`src/verilog/odc_map.svh`:
```
// Constants of the output-disable group controller
`ifndef ODC_MAP_SVH
`define ODC_MAP_SVH
`define ODC_NUM_GROUPS   4
`define ODC_NUM_CHANNELS 4
`define ODC_GRP_W        2
`define ODC_DV_W         2
`define ODC_DV_NONE      2'h0
`define ODC_DV_HIZ       2'h1
`define ODC_DV_LOW       2'h2
`define ODC_DV_HIGH      2'h3
`define ODC_OSC_STOP_NS  1000
`define ODC_CLK_NS       10
`define ODC_OSC_STOP_CYC ((`ODC_OSC_STOP_NS) / (`ODC_CLK_NS))
`define ODC_TRIG_LEVEL   2'h0
`define ODC_TRIG_RISE    2'h1
`define ODC_TRIG_FALL    2'h2
`define ODC_TRIG_BOTH    2'h3
`endif

```
`src/verilog/odc_pkg.sv`:
```
// Types of the output-disable group controller
package odc_pkg;
  typedef logic [1:0] trig_mode_t;
  typedef logic [1:0] grp_sel_t;
  typedef logic [1:0] dis_val_t;
endpackage

```
`src/verilog/disable_group_ctrl.sv`:
```
// Output-disable group controller for a multi-channel PWM timer
`timescale 1ns/100ps
`include "odc_map.svh"
module disable_group_ctrl
  import odc_pkg::*;
#(
  parameter int NG       = `ODC_NUM_GROUPS,
  parameter int NC       = `ODC_NUM_CHANNELS,
  parameter int STOP_CYC = `ODC_OSC_STOP_CYC
) (
  input  wire logic                   CLK,
  input  wire logic                   NRST,
  input  wire logic                   CE,
  input  wire logic [NG-1:0]          EXTERNAL_TRIGGER_INPUT,
  input  wire logic [2*NG-1:0]        TRIG_MODE,
  input  wire logic [NG-1:0]          PIN_DETECT_ENABLE,
  input  wire logic [NG-1:0]          TIMER_REQUEST_ENABLE,
  input  wire logic [NG-1:0]          OSC_STOP_ENABLE,
  input  wire logic [NG-1:0]          SOFTWARE_FORCE_DISABLE,
  input  wire logic [NG-1:0]          PIN_DETECT_CLEAR,
  input  wire logic [NG-1:0]          TIMER_REQUEST_CLEAR,
  input  wire logic [NG-1:0]          OSC_STOP_CLEAR,
  input  wire logic                   OSC_TICK,
  input  wire logic [NC-1:0]          CHANNEL_DISABLE_REQUEST,
  input  wire logic [NC-1:0]          SHORT_DETECT_HIGH_ENABLE,
  input  wire logic [NC-1:0]          SHORT_DETECT_LOW_ENABLE,
  input  wire logic [NC-1:0]          SHORT_HIGH,
  input  wire logic [NC-1:0]          SHORT_LOW,
  input  wire logic [2*NC-1:0]        GROUP_SELECT,
  input  wire logic [2*NC-1:0]        OUTPUT_A_DISABLE_VALUE,
  input  wire logic [2*NC-1:0]        OUTPUT_B_DISABLE_VALUE,
  input  wire logic [1:0]             THREE_PHASE_GROUP_SELECT,
  input  wire logic                   THREE_PHASE_DISABLE_ENABLE,
  input  wire logic                   THREE_PHASE_SHORT,
  output logic      [NG-1:0]          PIN_DETECT_FLAG,
  output logic      [NG-1:0]          TIMER_REQUEST_FLAG,
  output logic      [NG-1:0]          OSC_STOP_FLAG,
  output logic      [NG-1:0]          GROUP_DISABLE,
  output logic      [NC-1:0]          CHANNEL_A_DISABLE,
  output logic      [NC-1:0]          CHANNEL_B_DISABLE,
  output logic      [2*NC-1:0]        CHANNEL_A_VALUE,
  output logic      [2*NC-1:0]        CHANNEL_B_VALUE,
  output logic                        THREE_PHASE_DISABLE
);
  logic          halted;
  logic [NG-1:0] trig_last;
  logic [NG-1:0] pin_hit;
  logic [NG-1:0] req_hit;
  logic [NG-1:0] active;

  odc_osc_watch #(
    .STOP_CYC (STOP_CYC)
  ) u_osc_watch (
    .CLK      (CLK),
    .NRST     (NRST),
    .CE       (CE),
    .osc_tick (OSC_TICK),
    .halted   (halted)
  );

  // Previous trigger level for edge detection
  always_ff @(posedge CLK) begin
    if (!NRST) begin
      trig_last <= '0;
    end else if (CE) begin
      trig_last <= EXTERNAL_TRIGGER_INPUT;
    end
  end

  // Per-group source detection
  genvar g;
  generate
    for (g = 0; g < NG; g++) begin : g_grp
      logic       t;
      logic       p;
      trig_mode_t m;
      assign t = EXTERNAL_TRIGGER_INPUT[g];
      assign p = trig_last[g];
      assign m = TRIG_MODE[2*g +: 2];
      // Configured level or edge of the trigger pin
      always_comb begin
        unique case (m)
          `ODC_TRIG_LEVEL: pin_hit[g] = ~t;
          `ODC_TRIG_RISE:  pin_hit[g] = t & ~p;
          `ODC_TRIG_FALL:  pin_hit[g] = ~t & p;
          `ODC_TRIG_BOTH:  pin_hit[g] = t ^ p;
        endcase
      end
      // Requests from channels routed to this group
      always_comb begin
        req_hit[g] = 1'b0;
        for (int c = 0; c < NC; c++) begin
          if (GROUP_SELECT[2*c +: 2] == 2'(g)) begin
            if (CHANNEL_DISABLE_REQUEST[c]) begin
              req_hit[g] = 1'b1;
            end
            if (SHORT_DETECT_HIGH_ENABLE[c] && SHORT_HIGH[c]) begin
              req_hit[g] = 1'b1;
            end
            if (SHORT_DETECT_LOW_ENABLE[c] && SHORT_LOW[c]) begin
              req_hit[g] = 1'b1;
            end
          end
        end
        if (THREE_PHASE_GROUP_SELECT == 2'(g) && THREE_PHASE_SHORT) begin
          req_hit[g] = 1'b1;
        end
      end
    end
  endgenerate

  // Pin-detect flags; set wins over clear, held while cause stays
  always_ff @(posedge CLK) begin
    if (!NRST) begin
      PIN_DETECT_FLAG <= '0;
    end else if (CE) begin
      PIN_DETECT_FLAG <= (PIN_DETECT_FLAG
                          & ~(PIN_DETECT_CLEAR & ~pin_hit))
                         | (PIN_DETECT_ENABLE & pin_hit);
    end
  end

  // Timer-request flags
  always_ff @(posedge CLK) begin
    if (!NRST) begin
      TIMER_REQUEST_FLAG <= '0;
    end else if (CE) begin
      TIMER_REQUEST_FLAG <= (TIMER_REQUEST_FLAG
                             & ~(TIMER_REQUEST_CLEAR & ~req_hit))
                            | (TIMER_REQUEST_ENABLE & req_hit);
    end
  end

  // Oscillator-stop flags
  always_ff @(posedge CLK) begin
    if (!NRST) begin
      OSC_STOP_FLAG <= '0;
    end else if (CE) begin
      OSC_STOP_FLAG <= (OSC_STOP_FLAG
                        & ~(OSC_STOP_CLEAR & ~{NG{halted}}))
                       | (OSC_STOP_ENABLE & {NG{halted}});
    end
  end

  // Group disable condition from any source
  assign active = PIN_DETECT_FLAG | TIMER_REQUEST_FLAG | OSC_STOP_FLAG
                  | SOFTWARE_FORCE_DISABLE;

  always_ff @(posedge CLK) begin
    if (!NRST) begin
      GROUP_DISABLE <= '0;
    end else if (CE) begin
      GROUP_DISABLE <= active;
    end
  end

  // Per-channel disable condition; pins driven in timer logic
  genvar c;
  generate
    for (c = 0; c < NC; c++) begin : g_ch
      grp_sel_t gs;
      dis_val_t va;
      dis_val_t vb;
      assign gs = GROUP_SELECT[2*c +: 2];
      assign va = OUTPUT_A_DISABLE_VALUE[2*c +: 2];
      assign vb = OUTPUT_B_DISABLE_VALUE[2*c +: 2];
      always_ff @(posedge CLK) begin
        if (!NRST) begin
          CHANNEL_A_DISABLE[c]     <= 1'b0;
          CHANNEL_B_DISABLE[c]     <= 1'b0;
          CHANNEL_A_VALUE[2*c +: 2] <= `ODC_DV_NONE;
          CHANNEL_B_VALUE[2*c +: 2] <= `ODC_DV_NONE;
        end else if (CE) begin
          CHANNEL_A_DISABLE[c] <= active[gs]
                                  && (va != `ODC_DV_NONE);
          CHANNEL_B_DISABLE[c] <= active[gs]
                                  && (vb != `ODC_DV_NONE);
          CHANNEL_A_VALUE[2*c +: 2] <= va;
          CHANNEL_B_VALUE[2*c +: 2] <= vb;
        end
      end
    end
  endgenerate

  // Three-phase motor outputs follow their chosen group
  always_ff @(posedge CLK) begin
    if (!NRST) begin
      THREE_PHASE_DISABLE <= 1'b0;
    end else if (CE) begin
      THREE_PHASE_DISABLE <= THREE_PHASE_DISABLE_ENABLE
                             && active[THREE_PHASE_GROUP_SELECT];
    end
  end
endmodule // disable_group_ctrl

```
`src/verilog/odc_osc_watch.sv`:
```
// Watchdog that flags a halted main oscillator
`timescale 1ns/100ps
`include "odc_map.svh"
module odc_osc_watch
  import odc_pkg::*;
#(
  parameter int STOP_CYC = `ODC_OSC_STOP_CYC
) (
  input  wire logic CLK,
  input  wire logic NRST,
  input  wire logic CE,
  input  wire logic osc_tick,
  output logic      halted
);
  logic [15:0] idle_count;
  logic        last_tick;

  // Count cycles since the oscillator tick last toggled
  always_ff @(posedge CLK) begin
    if (!NRST) begin
      idle_count <= 16'h0000;
      last_tick  <= 1'b0;
      halted     <= 1'b0;
    end else if (CE) begin
      last_tick <= osc_tick;
      if (osc_tick != last_tick) begin
        idle_count <= 16'h0000;
        halted     <= 1'b0;
      end else if (idle_count >= 16'(STOP_CYC - 1)) begin
        halted <= 1'b1;
      end else begin
        idle_count <= idle_count + 16'h0001;
      end
    end
  end
endmodule // odc_osc_watch

```
`config.mk`:
```
export PLATFORM = sky130hd
export DESIGN_NAME = disable_group_ctrl
export DESIGN_NICKNAME = d
export VERILOG_FILES = /design/src/verilog/odc_pkg.sv /design/src/verilog/disable_group_ctrl.sv /design/src/verilog/odc_osc_watch.sv
export VERILOG_INCLUDE_DIRS = /design/src /design/src/verilog
export SDC_FILE = /design/constraint.sdc
export NUM_CORES = 1
export LEC_CHECK = 0
export BUFFER_PORTS_ARGS = -buffer_cell sky130_fd_sc_hd__buf_2
export CAP_MARGIN = 20
export CORE_ASPECT_RATIO = 1.25
export CORE_MARGIN = 2
export CORE_UTILIZATION = 43
export CTS_CLUSTER_DIAMETER = 120
export DETAILED_ROUTE_END_ITERATION = 10
export PLACE_DENSITY = 0.77
export SLEW_MARGIN = 20
export SYNTH_ARGS = -nofsm -noshare
export SYNTH_HDL_FRONTEND = slang
export SYNTH_SLANG_ARGS = --single-unit
export TNS_END_PERCENT = 1
```
`constraint.sdc`:
```
create_clock -name CLK -period 1.9 [get_ports CLK]
set_clock_uncertainty 0.2 [all_clocks]
set_input_delay 0.095 -clock CLK [delete_from_list [all_inputs] [get_ports CLK]]
set_output_delay 0.095 -clock CLK [all_outputs]
set_load 0.05 [all_outputs]
```
==> metrics.cfg <==
[run_status]
outcome=finished, final reports clean

[logic_synthesis]
ys_seq_area_share_pct=41.8
synth_xor_area_share_pct=0.870
yosysTopAreaCell=dfxtp_1
ys_seq_elements=63
netlist_area_mm2=0.00302
synthSimpleGateAreaFrac_pct=21.1
synth_compound_area_share_pct=18.6
synth_ff_type=dfxtp_1
syn_inst=347
synth-adder-area-share_pct=3.73
ys_warn_count=0
synth_mux_area_share_pct=10.7
ys_types=40
synth.avg_cell_area_um2=8.70
synth_edf_count=0
synthArstFlopShare_pct=0
synth.top_cell.area_share_pct=41.8
ys_top_cells_by_area=dfxtp_1 42%, nor2_1 8.3%, mux2i_1 7.0%, ha_1 3.7%, mux4_2 3.7%
synth_top_family_by_area=simple AND/OR/NAND/NOR gates
syn_nets=448

[sta]
slew_headroom_pct=63.4
setup_tns_ns=0
tightest_slew_ns=0.548
slew_viol_final=0
rsz0062_at_grt=true
fin_crit_ns=1.84
setup_viol=0
fmax_mhz=544
min_period_over_period_pct=96.7
finalHoldViolations=0

[drt]
vias_per_cell=5.40
drcViolationCount=0
first_pass_iters=7
wl_per_cell_um=15.5
drt_iter0_drc=212
routed_wl_mm=9.97
num_vias=3470
final_antenna_net_count=0

[pwr]
max-vdd-ir-drop_mv=0.466
power.leakage_nw=2.20
total_power_mw=3.57
power_switching_mw=1.04
p_seq_share_pct=40.3
power.density_mw_per_mm2=754
p_int_mw=2.53
comb_power_share_pct=22.6
p_sw_share_pct=29.2
clock_power_share_pct=37.1

[critical_path]
max_stage_delay_ns=0.43
startpoint_type=register
path_cells=nor3_1, o21a_2, a21oi_4, or4_1, a21oi_2
endpoint_kind=register
cp_data_arrival_time_ns=1.91
crit_type=register to register
crit_fanout=5
required_ns=1.97
cpMaxStageDelayCell=or4_1

[final_layout]
syn_to_final_growth_pct=56.8
fillers=556
antenna_cells=0
drive_gt1_share_pct=35.6
final_util_pct=68.7
final_nets=649
fin_cells=643

[place]
dp_cells=574
gp_congestion=0.885
io_buffers=132
place_hpwl_mm=6.71

[grt]
grtUsageTotal_pct=26.1
grt_max_degree=29
grt-ovfl-total=0
antenna_found_initial=0
grt_pass1_wl_mm=15.9
grt_pass1_vias=3480

[floorplanning]
start_util_pct=43.8
die_h_um=97.7
core-area_mm2=0.00689
boundaryPins=133
row_count=34
die_w_um=78.9
die_area_mm2=0.00771

[clock_network]
cts_buffer_depth=2
cts.htree.levels=3
cts_tree=yes
cts_root_buffer=clkbuf_8
cts_buffers=9
clk_pin_slew_ns=0.07
clk_latency_ns=0.33
clock_sinks=63

[flow_run]
cap_violations=0

[hold_path]
hp-class=input pin to register

-- cell type report --
type | count | area (µm²) | share of cell area, %
timing repair buffer | 202 | 1310 | 27.7
clock inverter | 5 | 80.1 | 1.69
inverter | 14 | 52.6 | 1.11
sequential | 63 | 1260 | 26.7
multi-input combinational | 258 | 1760 | 37.2
clock buffer | 11 | 151 | 3.20
tap | 90 | 113 | 2.38
-- sequential cells by signal, summed over array words and instances, names as in the netlist --
| name | flops |
|---|---|
| CHANNEL_A_VALUE | 8 |
| u_osc_watch.idle_count | 16 |
| u_osc_watch.halted | 1 |
| GROUP_DISABLE | 4 |
| TIMER_REQUEST_FLAG | 4 |
| CHANNEL_B_DISABLE | 4 |
| trig_last | 4 |
| OSC_STOP_FLAG | 4 |
| CHANNEL_B_VALUE | 8 |
| CHANNEL_A_DISABLE | 4 |
| THREE_PHASE_DISABLE | 1 |
| u_osc_watch.last_tick | 1 |
| PIN_DETECT_FLAG | 4 |
-- worst max-delay path: cells and delay by family, from the launching register on --
family	cells	cell delay [ns]
AO/OA/AOI/OAI	3	0.47
flip-flops	1	0.33
AND/OR/NAND/NOR	2	0.77
-- routing by layer --
| metal | global-route usage [%] | share of wire, % | vias to the layer above |
|---|---|---|---|
| met3 | 5.11 | 5.0 | 32 |
| met1 | 28.9 | 38 | 1643 |
| li1 | - | - | 1660 |
| met4 | 12.5 | 3.9 | 0 |
| met2 | 46.9 | 53 | 135 |
| met5 | 0 | 0 | - |
-- power by group through the flow --
| stage | clock network (mW) | logic [mW] | registers [mW] |
|---|---|---|---|
| final | 1.32 | 0.807 | 1.44 |
| after global placement | 0 | 0.695 | 1.46 |
| after global routing | 1.40 | 0.866 | 1.45 |
| after floorplan | 0 | 0.258 | 1.64 |
| after CTS | 1.34 | 0.787 | 1.43 |
| after detailed placement | 0 | 0.706 | 1.46 |
-- layout by cell type (no fill, tap or decap), types with 3 or more instances in the layout --
cell / n
and3_1: 5
nor3b_1: 3
mux2i_1: 21
buf_4: 20
a31oi_1: 3
nor2_1: 67
a41oi_1: 3
clkbuf_8: 11
buf_2: 132
inv_1: 14
dfxtp_1: 61
nand4_1: 3
a211oi_1: 14
a221oi_1: 5
a21o_1: 4
nand3b_1: 4
nor3_1: 15
o21ai_0: 7
a31o_2: 9
ha_1: 8
mux4_2: 5
a22oi_1: 5
nor4_4: 4
and2_1: 6
o21ai_1: 3
dlygate4sd3_1: 50
a21oi_1: 18
nand2_1: 24
-- synthesized netlist by cell type (all sizes together), types with 6 or more instances --
master and n:
inv 14, nor4 6, nor3 16, nor2 67, a31o 9, mux2i 21
nand2 24, a211oi 14, a21oi 21, dfxtp 63, o21ai 10, and2 6
clkbuf 10, a221oi 6, ha 9
-- worst paths after layout --
check                                                            start                                      to  slack (ns)  cells after the start
worst min register to register  u_osc_watch.idle_count[6]$_SDFFE_PN0P_  u_osc_watch.idle_count[6]$_SDFFE_PN0P_        0.26                      2
worst max register to register  u_osc_watch.idle_count[8]$_SDFFE_PN0P_  u_osc_watch.idle_count[5]$_SDFFE_PN0P_        0.06                      5
worst max-delay path            u_osc_watch.idle_count[8]$_SDFFE_PN0P_  u_osc_watch.idle_count[5]$_SDFFE_PN0P_        0.06                      5
worst min-delay path                                                CE        THREE_PHASE_DISABLE$_SDFFE_PN0P_        0.03                      5
-- cell families after synthesis --
group | after synthesis
mux | 26
flops | 63
simple gates | 139
compound gates | 81
fa+ha+maj | 9
buf+inv | 26
xor+xnor | 3
-- per-stage QoR --
stage	instance area, µm²	setup slack [ns]	hold WS (ns)
after floorplan	3040	0.0419	0.0422
after global placement	3900	0.0240	0.144
after detailed placement	3900	-0.0310	0.154
after CTS	4700	0.0106	0.0243
after global routing	4730	-0.00767	0.0596
final	4730	0.0619	0.0298
-- repair_timing --
item / in CTS / in global routing
resized for setup: 9 / 6
hold endpoints to repair: 45 / 0
endpoints found under the setup margin: 2 / 20
pin swaps: 4 / 3
setup buffers: 3 / 0
hold buffers: 50 / 0
Power figures use the tool's default switching activity.
